==> src/ecssdc_pkg.sv <==
// Constants shared by the event, sag/surge and pin configuration logic.
// Assumes a 20 MHz core clock and a 16-bit register port from the serial link decoder.
`default_nettype none

package ecssdc_pkg;
    localparam int unsigned CLK_HZ          = 20_000_000;
    localparam int unsigned REG_AW          = 16;
    localparam int unsigned REG_DW          = 16;
    localparam int unsigned NUM_EVENTS      = 10;
    localparam int unsigned NUM_PINS        = 4;
    localparam int unsigned FIELD_W         = 3;

    // Register offsets
    localparam logic [15:0] PIN_CFG_ADDR    = 16'h0046;
    localparam logic [15:0] EVT_TEST_ADDR   = 16'h0090;
    localparam logic [15:0] EVT_CLEAR_ADDR  = 16'h0092;

    // Event bits occupy 15 down to 6
    localparam int unsigned EVT_LSB         = 6;
    localparam int unsigned EVT_MSB         = 15;
    localparam int unsigned EVT_DIP_IDX     = 1;  // voltage_dip_event, bit 7
    localparam int unsigned EVT_SWELL_IDX   = 0;  // voltage_swell_event, bit 6
    localparam int unsigned NUM_CYCLE_EVTS  = 8;  // bits 15..8

    // Pin field positions and codes
    localparam int unsigned PIN_FIELD_LSB [NUM_PINS] = '{0, 3, 6, 9};
    localparam int unsigned PIN_CFG_USED_W  = 12;
    localparam logic [2:0] CODE_STD_OUT     = 3'h5;
    localparam logic [2:0] CODE_CRIT_OUT    = 3'h4;
    localparam logic [2:0] CODE_SPECIAL     = 3'h3;
    localparam logic [2:0] CODE_INPUT       = 3'h2;
    localparam logic [15:0] PIN_CFG_RESET   = 16'h0492;
    localparam logic [15:0] EVT_RESET       = 16'h0000;

    // Cycles after reset release before the bus mode strap is caught
    localparam logic [1:0] STRAP_WAIT_CYCLES = 2'h3;

    typedef enum {
        ECSSDC_FN_INPUT,
        ECSSDC_FN_STD,
        ECSSDC_FN_CRIT,
        ECSSDC_FN_ADDR,
        ECSSDC_FN_TEMP
    } ecssdc_pin_fn_e;
endpackage

`default_nettype wire

==> src/ecssdc_sag_if.sv <==
// Interface between the event core and the trailing mean square detector.
// Assumes both ends run on the same core clock.
`timescale 1ns/10ps
`default_nettype none

interface ecssdc_sag_if;
    logic               sample_valid;
    logic signed [15:0] sample;
    logic [15:0]        dip_limit;
    logic [15:0]        swell_limit;
    logic               dip_hit;
    logic               swell_hit;
    logic [31:0]        mean_sq;

    modport det (
        input  sample_valid,
        input  sample,
        input  dip_limit,
        input  swell_limit,
        output dip_hit,
        output swell_hit,
        output mean_sq
    );
    modport ctl (
        output sample_valid,
        output sample,
        output dip_limit,
        output swell_limit,
        input  dip_hit,
        input  swell_hit,
        input  mean_sq
    );
endinterface

`default_nettype wire

==> src/ecssdc_sag_detect.sv <==
// Trailing mean square of voltage over half a line period, judged at every data-ready after the first 2**LOG2_N.
// Assumes the half period holds 2**LOG2_N samples; sample_valid is the data-ready strobe.
`timescale 1ns/10ps
`default_nettype none

module ecssdc_sag_detect #(
    parameter int unsigned LOG2_N = 5
) (
    input  wire logic     clk,
    input  wire logic     rst,
    ecssdc_sag_if.det     sif
);
    localparam int unsigned N     = 1 << LOG2_N;
    localparam int unsigned SUM_W = 32 + LOG2_N;

    logic [31:0]       sq_mem [N];
    logic [LOG2_N-1:0] wr_ptr_q;
    logic [SUM_W-1:0]  sum_q;
    logic [SUM_W-1:0]  sum_d;
    logic [31:0]       sq_new;
    logic [31:0]       mean_d;
    logic              dip_q;
    logic              swell_q;
    logic [31:0]       mean_q;
    logic [N-1:0]      filled_q;

    // Widen before squaring, a 16-bit product would lose the top half
    assign sq_new = 32'(sif.sample) * 32'(sif.sample);
    assign sum_d  = sum_q + SUM_W'(sq_new) - (filled_q[N-1] ? SUM_W'(sq_mem[wr_ptr_q]) : '0);
    assign mean_d = 32'(sum_d >> LOG2_N);

    always_ff @(posedge clk) begin
        if (sif.sample_valid) begin
            sq_mem[wr_ptr_q] <= sq_new;
        end
    end

    always_ff @(posedge clk) begin
        if (rst) begin
            wr_ptr_q <= '0;
            sum_q    <= '0;
            mean_q   <= '0;
        end else if (sif.sample_valid) begin
            wr_ptr_q <= wr_ptr_q + 1'b1;
            sum_q    <= sum_d;
            mean_q   <= mean_d;
        end
    end

    // Memory is not cleared; old squares leave the sum only once the window has filled
    always_ff @(posedge clk) begin
        if (rst) begin
            filled_q <= '0;
        end else if (sif.sample_valid) begin
            filled_q <= {filled_q[N-2:0], 1'b1};
        end
    end

    always_ff @(posedge clk) begin
        if (rst) begin
            dip_q   <= 1'b0;
            swell_q <= 1'b0;
        end else begin
            dip_q   <= sif.sample_valid && filled_q[N-1] && (mean_d[31:16] < sif.dip_limit);
            swell_q <= sif.sample_valid && filled_q[N-1] && (mean_d[31:16] > sif.swell_limit);
        end
    end

    assign sif.dip_hit   = dip_q;
    assign sif.swell_hit = swell_q;
    assign sif.mean_sq   = mean_q;
endmodule

`default_nettype wire

==> src/ecssdc_top.sv <==
// Event latching and clearing, sag/surge detection and configurable pin control.
// Assumes a register port driven by the serial link decoder and masks/limits held elsewhere.
//
// Notes on behaviour
// - Clear bit one clears matching event
// - Clearing test-raised event drops test bit
// - Clear bits return to zero automatically
// - Clear bits fifteen to six; low read zero
// - Slow events per cycle; sag/surge fast
// - Sag and surge use no hold count
// - Trailing half-period mean square of voltage
// - Compare mean square at each data-ready after first window
// - Masked sag/surge drive notification pin high
// - Sag/surge stay latched until host clears
// - Four pins, five possible functions
// - Notification pins follow class event masks
// - Pins reset to inputs, level mirrored
// - Strap low: pins zero, one address
// - Strap high: pins zero, one free
// - Temperature input passes thermistor reading
// - Pin two output: thermistor reads zero
// - Three-bit field per pin, upper zero
// - 101 standard, 100 critical, 010 input
// - Pin two 011 is temperature input
// - Pins zero, one 011 address input
// - Test bit raises; zero clears test only
// - Standard mask gates fault to pin
`timescale 1ns/10ps
`default_nettype none

module ecssdc_top #(
    parameter int unsigned LOG2_N = 5
) (
    input  wire logic        clk,
    input  wire logic        rst,
    // Register port from the serial link
    input  wire logic [15:0] reg_addr,
    input  wire logic [15:0] reg_wdata,
    input  wire logic        reg_wr,
    input  wire logic        reg_rd,
    output logic      [15:0] reg_rdata,
    output logic             reg_rvalid,
    // Computation cycle events
    input  wire logic        comp_done,
    input  wire logic [7:0]  limit_breach,
    // Voltage samples and limits
    input  wire logic        data_ready,
    input  wire logic [15:0] voltage_sample,
    input  wire logic [15:0] dip_limit,
    input  wire logic [15:0] swell_limit,
    // Masks held in the mask registers
    input  wire logic [9:0]  std_mask,
    input  wire logic [9:0]  crit_mask,
    // Thermistor converter
    input  wire logic [15:0] therm_adc,
    input  wire logic        therm_valid,
    output logic      [15:0] thermistor_voltage,
    // Pins
    input  wire logic        bus_mode_pin,
    input  wire logic [3:0]  config_pin_i,
    output logic      [3:0]  config_pin_o,
    output logic      [3:0]  config_pin_oe,
    // State shown elsewhere
    output logic      [9:0]  event_flags,
    output logic      [3:0]  pin_level,
    output logic      [1:0]  device_addr,
    output logic             multi_device,
    output logic             std_notify,
    output logic             crit_notify
);
    localparam int unsigned NE = ecssdc_pkg::NUM_EVENTS;
    localparam int unsigned NP = ecssdc_pkg::NUM_PINS;

    // Field decode, used for every pin
    function automatic ecssdc_pkg::ecssdc_pin_fn_e ecssdc_decode(input logic [2:0] code,
                                                                 input int unsigned pin,
                                                                 input logic addr_free);
        ecssdc_pkg::ecssdc_pin_fn_e fn;
        fn = ecssdc_pkg::ECSSDC_FN_INPUT;
        if (code == ecssdc_pkg::CODE_STD_OUT) begin
            fn = ecssdc_pkg::ECSSDC_FN_STD;
        end else if (code == ecssdc_pkg::CODE_CRIT_OUT) begin
            fn = ecssdc_pkg::ECSSDC_FN_CRIT;
        end else if (code == ecssdc_pkg::CODE_SPECIAL) begin
            if (pin == 2) begin
                fn = ecssdc_pkg::ECSSDC_FN_TEMP;
            end else if (pin < 2 && addr_free) begin
                fn = ecssdc_pkg::ECSSDC_FN_ADDR;
            end
        end
        return fn;
    endfunction

    // Pin and strap synchronisers
    logic [NP:0] sync1_q;
    logic [NP:0] sync2_q;
    logic [NP:0] sync3_q;
    logic [NP:0] level_q;

    always_ff @(posedge clk) begin
        if (rst) begin
            sync1_q <= '0;
            sync2_q <= '0;
            sync3_q <= '0;
            level_q <= '0;
        end else begin
            sync1_q <= {bus_mode_pin, config_pin_i};
            sync2_q <= sync1_q;
            sync3_q <= sync2_q;
            for (int i = 0; i <= NP; i++) begin
                if (sync2_q[i] == sync3_q[i]) begin
                    level_q[i] <= sync3_q[i];
                end
            end
        end
    end

    // Strap caught after the synchroniser has refilled
    logic [1:0] strap_cnt_q;
    logic       strap_done_q;
    logic       multi_q;
    logic       strap_level;

    // Level the filter settles on at this edge; level_q itself is one cycle late
    assign strap_level = (sync2_q[NP] == sync3_q[NP]) ? sync3_q[NP] : level_q[NP];

    always_ff @(posedge clk) begin
        if (rst) begin
            strap_cnt_q  <= '0;
            strap_done_q <= 1'b0;
            multi_q      <= 1'b0;
        end else if (!strap_done_q) begin
            if (strap_cnt_q == ecssdc_pkg::STRAP_WAIT_CYCLES) begin
                strap_done_q <= 1'b1;
                multi_q      <= ~strap_level;
            end else begin
                strap_cnt_q <= strap_cnt_q + 1'b1;
            end
        end
    end

    // Register file
    logic [15:0] pin_cfg_q;
    logic [NE-1:0] test_q;
    logic [NE-1:0] clear_q;
    logic [NE-1:0] real_q;
    logic          wr_cfg;
    logic          wr_test;
    logic          wr_clear;

    assign wr_cfg   = reg_wr && (reg_addr == ecssdc_pkg::PIN_CFG_ADDR);
    assign wr_test  = reg_wr && (reg_addr == ecssdc_pkg::EVT_TEST_ADDR);
    assign wr_clear = reg_wr && (reg_addr == ecssdc_pkg::EVT_CLEAR_ADDR);

    always_ff @(posedge clk) begin
        if (rst) begin
            pin_cfg_q <= ecssdc_pkg::PIN_CFG_RESET;
        end else if (wr_cfg) begin
            pin_cfg_q <= {4'h0, reg_wdata[ecssdc_pkg::PIN_CFG_USED_W-1:0]};
        end
    end

    // Sag/surge detector
    ecssdc_sag_if sif ();
    assign sif.sample_valid = data_ready;
    assign sif.sample       = voltage_sample;
    assign sif.dip_limit    = dip_limit;
    assign sif.swell_limit  = swell_limit;

    ecssdc_sag_detect #(
        .LOG2_N (LOG2_N)
    ) u_sag (
        .clk (clk),
        .rst (rst),
        .sif (sif)
    );

    // Raise sources for this cycle
    logic [NE-1:0] real_set;
    // slow events sampled per computation cycle, fast ones per data-ready
    assign real_set = {(comp_done ? limit_breach : 8'h00), sif.dip_hit, sif.swell_hit};

    always_ff @(posedge clk) begin
        if (rst) begin
            real_q <= '0;
        end else begin
            real_q <= real_set | (real_q & ~clear_q);
        end
    end

    always_ff @(posedge clk) begin
        if (rst) begin
            test_q <= '0;
        end else if (wr_test) begin
            test_q <= reg_wdata[ecssdc_pkg::EVT_MSB:ecssdc_pkg::EVT_LSB];
        end else begin
            test_q <= test_q & ~clear_q;
        end
    end

    always_ff @(posedge clk) begin
        if (rst) begin
            clear_q <= '0;
        end else begin
            for (int i = 0; i < NE; i++) begin
                if (wr_clear && reg_wdata[ecssdc_pkg::EVT_LSB+i]) begin
                    clear_q[i] <= 1'b1;
                end else if (!real_q[i] && !test_q[i]) begin
                    clear_q[i] <= 1'b0;
                end
            end
        end
    end

    // Flag follows both sources
    logic [NE-1:0] flag;
    assign flag        = real_q | test_q;
    assign event_flags = flag;

    logic std_q;
    logic crit_q;
    always_ff @(posedge clk) begin
        if (rst) begin
            std_q  <= 1'b0;
            crit_q <= 1'b0;
        end else begin
            std_q  <= |(flag & std_mask);
            crit_q <= |(flag & crit_mask);
        end
    end
    assign std_notify  = std_q;
    assign crit_notify = crit_q;

    // Per-pin function and drive
    logic [NP-1:0] pin_o_q;
    logic [NP-1:0] pin_oe_q;
    logic [NP-1:0] is_temp;
    logic [NP-1:0] is_out;
    logic [NP-1:0] is_addr;

    genvar gp;
    generate
        for (gp = 0; gp < NP; gp++) begin : g_pin
            ecssdc_pkg::ecssdc_pin_fn_e fn;
            logic                       disabled;
            assign disabled = (gp < 2) && multi_q;
            assign fn = ecssdc_decode(pin_cfg_q[ecssdc_pkg::PIN_FIELD_LSB[gp] +: ecssdc_pkg::FIELD_W],
                                      gp, !multi_q);
            assign is_temp[gp] = (fn == ecssdc_pkg::ECSSDC_FN_TEMP);
            assign is_addr[gp] = disabled || (fn == ecssdc_pkg::ECSSDC_FN_ADDR);
            assign is_out[gp]  = !disabled && ((fn == ecssdc_pkg::ECSSDC_FN_STD) ||
                                               (fn == ecssdc_pkg::ECSSDC_FN_CRIT));

            always_ff @(posedge clk) begin
                if (rst) begin
                    pin_o_q[gp]  <= 1'b0;
                    pin_oe_q[gp] <= 1'b0;
                end else begin
                    pin_oe_q[gp] <= is_out[gp];
                    unique case (fn)
                        ecssdc_pkg::ECSSDC_FN_STD:  pin_o_q[gp] <= !disabled && std_q;
                        ecssdc_pkg::ECSSDC_FN_CRIT: pin_o_q[gp] <= !disabled && crit_q;
                        ecssdc_pkg::ECSSDC_FN_INPUT,
                        ecssdc_pkg::ECSSDC_FN_ADDR,
                        ecssdc_pkg::ECSSDC_FN_TEMP: pin_o_q[gp] <= 1'b0;
                    endcase
                end
            end
        end
    endgenerate

    assign config_pin_o  = pin_o_q;
    assign config_pin_oe = pin_oe_q;

    assign pin_level    = level_q[NP-1:0];
    assign multi_device = multi_q;

    logic [1:0] addr_q;
    always_ff @(posedge clk) begin
        if (rst) begin
            addr_q <= '0;
        end else begin
            addr_q <= {is_addr[1] & level_q[1], is_addr[0] & level_q[0]};
        end
    end
    assign device_addr = addr_q;

    logic [15:0] therm_q;
    always_ff @(posedge clk) begin
        if (rst) begin
            therm_q <= '0;
        end else if (!is_temp[2]) begin
            therm_q <= '0;
        end else if (therm_valid) begin
            therm_q <= therm_adc;
        end
    end
    assign thermistor_voltage = therm_q;

    // Read port, one cycle latency
    logic [15:0] rdata_q;
    logic        rvalid_q;
    always_ff @(posedge clk) begin
        if (rst) begin
            rdata_q  <= '0;
            rvalid_q <= 1'b0;
        end else begin
            rvalid_q <= reg_rd;
            if (reg_rd) begin
                unique case (reg_addr)
                    ecssdc_pkg::PIN_CFG_ADDR:   rdata_q <= pin_cfg_q;
                    ecssdc_pkg::EVT_TEST_ADDR:  rdata_q <= {test_q, 6'h00};
                    ecssdc_pkg::EVT_CLEAR_ADDR: rdata_q <= {clear_q, 6'h00};
                    default:                    rdata_q <= 16'h0000;
                endcase
            end
        end
    end
    assign reg_rdata  = rdata_q;
    assign reg_rvalid = rvalid_q;
endmodule

`default_nettype wire

==> config.mk <==
export PLATFORM = sky130hd
export DESIGN_NAME = ecssdc_top
export DESIGN_NICKNAME = d
export VERILOG_FILES = /design/src/ecssdc_pkg.sv /design/src/ecssdc_sag_if.sv /design/src/ecssdc_sag_detect.sv /design/src/ecssdc_top.sv
export SDC_FILE = /design/constraint.sdc
export NUM_CORES = 2
export LEC_CHECK = 0
export BUFFER_PORTS_ARGS = -buffer_cell sky130_fd_sc_hd__buf_2
export CAP_MARGIN = 20
export CORE_MARGIN = 2
export CORE_UTILIZATION = 30
export CTS_BUF_LIST = sky130_fd_sc_hd__clkbuf_4 sky130_fd_sc_hd__clkbuf_8
export DETAILED_ROUTE_END_ITERATION = 12
export GPL_TIMING_DRIVEN = 0
export HOLD_SLACK_MARGIN = 0.05
export RECOVER_POWER = 25
export SETUP_SLACK_MARGIN = 0.4
export SLEW_MARGIN = 20
export SYNTH_ARGS = -nofsm -noshare
export SYNTH_HDL_FRONTEND = slang
export SYNTH_SLANG_ARGS = --single-unit
==> constraint.sdc <==
create_clock -name clk -period 11.1 [get_ports clk]
set_input_delay 0 -clock clk [delete_from_list [all_inputs] [get_ports clk]]
set_output_delay 0 -clock clk [all_outputs]
set_load 0.03 [all_outputs]
==> results.md <==
- Status: finished with violations
- Failing checks: max-capacitance violations, max-slew violations
- Synthesis Warnings: 0
- Measured slew at the worst slew-check pin: 1.97 ns
- Crit path capture type: register
- Sequential element share of the synthesized area: 58.8%
- Fmax: 0.0993 GHz
- Initial antenna violation count: 3
- Most frequent CP cell: fa_1
- Worst EP required: 11.83 ns
- Root buffer cell: clkbuf_8
- Clk buf depth: 3
- Critical Path AT: 10.80 ns
- Worst-path clk slew: 0.05 ns
- Hold Fails Final Rpt: 0
- Synth area leaders: edfxtp_1 52%, mux4_2 12%, fa_1 9.4%
- H-tree depth: 4
- RSZ-0062 raised after global routing: no
- Final period utilization: 90.7%
- Worst-path maximum fanout: 15
- Final HPWL DP: 110 mm
- Row count: 160
- I/O Buffers: 191
- WL per Instance: 21.9 µm
- Total CTS buffers: 186
- Seq cells post-synth: 1184
- Die ar.: 194000 µm²
- DIE HEIGHT: 441 µm
- Ys async rst share: 0%
- Total global-route track usage: 15.7%
- Drt total wl: 154 mm
- Placeable Area: 190000 µm²
- Post-layout util: 36.4%
- DR DRC count: 0
- Final setup fails: 0
- Post-synth EDFFs: 992
- Share of cells above drive strength 1: 22.5%
- Most common cell after layout, fill and taps aside: edfxtp_1
- DR vias/cell: 4.86
- Mapped cell area: 57200 µm²
- Layout area overhead: 20.9%
- Syn nets: 4212
- Minimum clock period: 10.07 ns
- Max-slew violations: 126
- Clk_lat worst skew: 0.87 ns
- Syn Area/Cell: 15.7 µm²
- Unique masters post-synth: 73
- Synth area leader: edfxtp_1
- Drt pass-1 iters: 9
- Commonest non-fill, non-tap cells in the layout: 992 x edfxtp_1, 401 x inv_1, 310 x mux4_2
- Global-route wire length before repair: 227 mm
- Setup CP Type: primary input to register
- CTS tree: yes
- First DRT Iteration DRCs: 3099
- CP Launch Type: primary input
- Non-filler instance count after layout: 7033
- Vias in the first global route: 35500
- Post-layout nets: 4939
- Total gr overflow: 0
- Largest net degree at the start of global routing: 34
- Clock Skew: 0.0639 ns
- Rel. slew slack: -32.0%
- Crit path max-delay cell type: fa_1
- Initial Utilization: 30.1%
- Post-synth top area share: 52.1%
- CP peak stage delay: 0.72 ns
- Placed insts: 6485
- Antenna Nets Post-Route: 0
- Ys flop type: edfxtp_1
- Maxcap violations: 11
- Fin Setup TNS: 0 ns
- CTS sink cnt: 1184
- Post-Synthesis Cells: 3647
- Vias post-DR: 34200
- GP Congestion: 0.857
- Hold crit path type: primary input to register
- Die W: 441 µm
- Num ports: 196
[area by class of cell]
class | count | area (µm²)
Antenna cell | 2 | 5.00
Buffer | 154 | 647
Clock buffer | 260 | 3170
Clock inverter | 74 | 616
Fill cell | 17900 | 121000
Inverter | 404 | 1520
Multi-Input combinational cell | 1905 | 21700
Sequential cell | 1184 | 33600
Tap cell | 2511 | 3140
Timing Repair Buffer | 539 | 4630
[synth_stat cells, drive strengths merged, types with 13 or more instances]
master and number:
nand3 46, nand4 14, a21oi 97, nor3b 15, o21ai 42, o21a 13
xor2 18, and2 43, inv 402, or2 17, a211oi 17, dfxtp 192
mux4 310, nand2b 29, buf 42, ha 160, clkbuf 112, nand2 193
a22oi 19, fa 269, a21o 38, nor2 207, nor2b 37, mux2i 68
nor3 30, edfxtp 992, xnor2 54, mux2 42
[final timing paths]
check,startpoint,end,slack (ns),cells past startpoint
worst max-delay path,voltage_sample[1],u_sag.sif.swell_hit$_SDFF_PP0_,1.03,40
worst min-delay path,swell_limit[12],u_sag.sif.swell_hit$_SDFF_PP0_,0.10,8
worst max register to register,register,u_sag.sif.swell_hit$_SDFF_PP0_,2.45,27
worst min register to register,sync1_q[4]$_SDFF_PP0_,sync2_q[4]$_SDFF_PP0_,0.45,1
[metrics by stage]
step	hold WS (ns)	setup slack, ns	cell area [µm²]
floorplan	0.0989	0.906	57200
global placement	0.218	-2.35	61300
detailed placement	0.220	-0.869	63500
CTS	0.0530	0.422	69400
global route	0.108	0.475	69100
finish	0.104	1.03	69100
[registers in the layout, indices dropped and copies added, names as in the netlist, 5 cells and up, named ones only]
| signal | flops |
|---|---|
| clear_q | 10 |
| level_q | 5 |
| pin_cfg_q | 12 |
| real_q | 10 |
| reg_rdata | 16 |
| sync1_q | 5 |
| sync2_q | 5 |
| sync3_q | 5 |
| test_q | 10 |
| thermistor_voltage | 16 |
| u_sag.filled_q | 32 |
| u_sag.sq_mem | 992 |
| u_sag.sum_q | 37 |
| u_sag.wr_ptr_q | 5 |
[critical path: cells and delay by family]
family | cells | cell delay (ns)
adders and majority gates | 10 | 4.61
buffers and inverters | 9 | 1.48
xor gates and xnor gates | 2 | 0.62
and+or+nand+nor | 5 | 0.88
AOI/OAI and AO/OA | 14 | 3.15
[kinds of logic after synthesis]
family	synth area share, %
AO/OA/AOI/OAI	3.71
adder cells (fa/ha/maj)	12.9
AND/OR/NAND/NOR	5.44
multiplexers	14.2
flip-flops	58.8
buffers and inverters	3.74
other	0.00656
XOR/XNOR	1.10
[layer usage]
metal	vias up	global-route usage (%)	share of wire, %
met4	0	4.89	2.6
li1	14900	-	-
met3	231	2.93	7.5
met5	-	0	0
met1	17600	21.4	43
met2	1384	25.3	47
[repair_timing]
item / 4_1_cts / 5_1_grt
endpoints found under the setup margin: 2 / 2
endpoints found under the hold margin: 150 / 32
hold buffers: 208 / 1
resized for setup: 5 / 35
setup buffers: 0 / 2
Power is not shown: default switching activity piles up to over one toggle a cycle in this logic, so the estimate is an artifact.
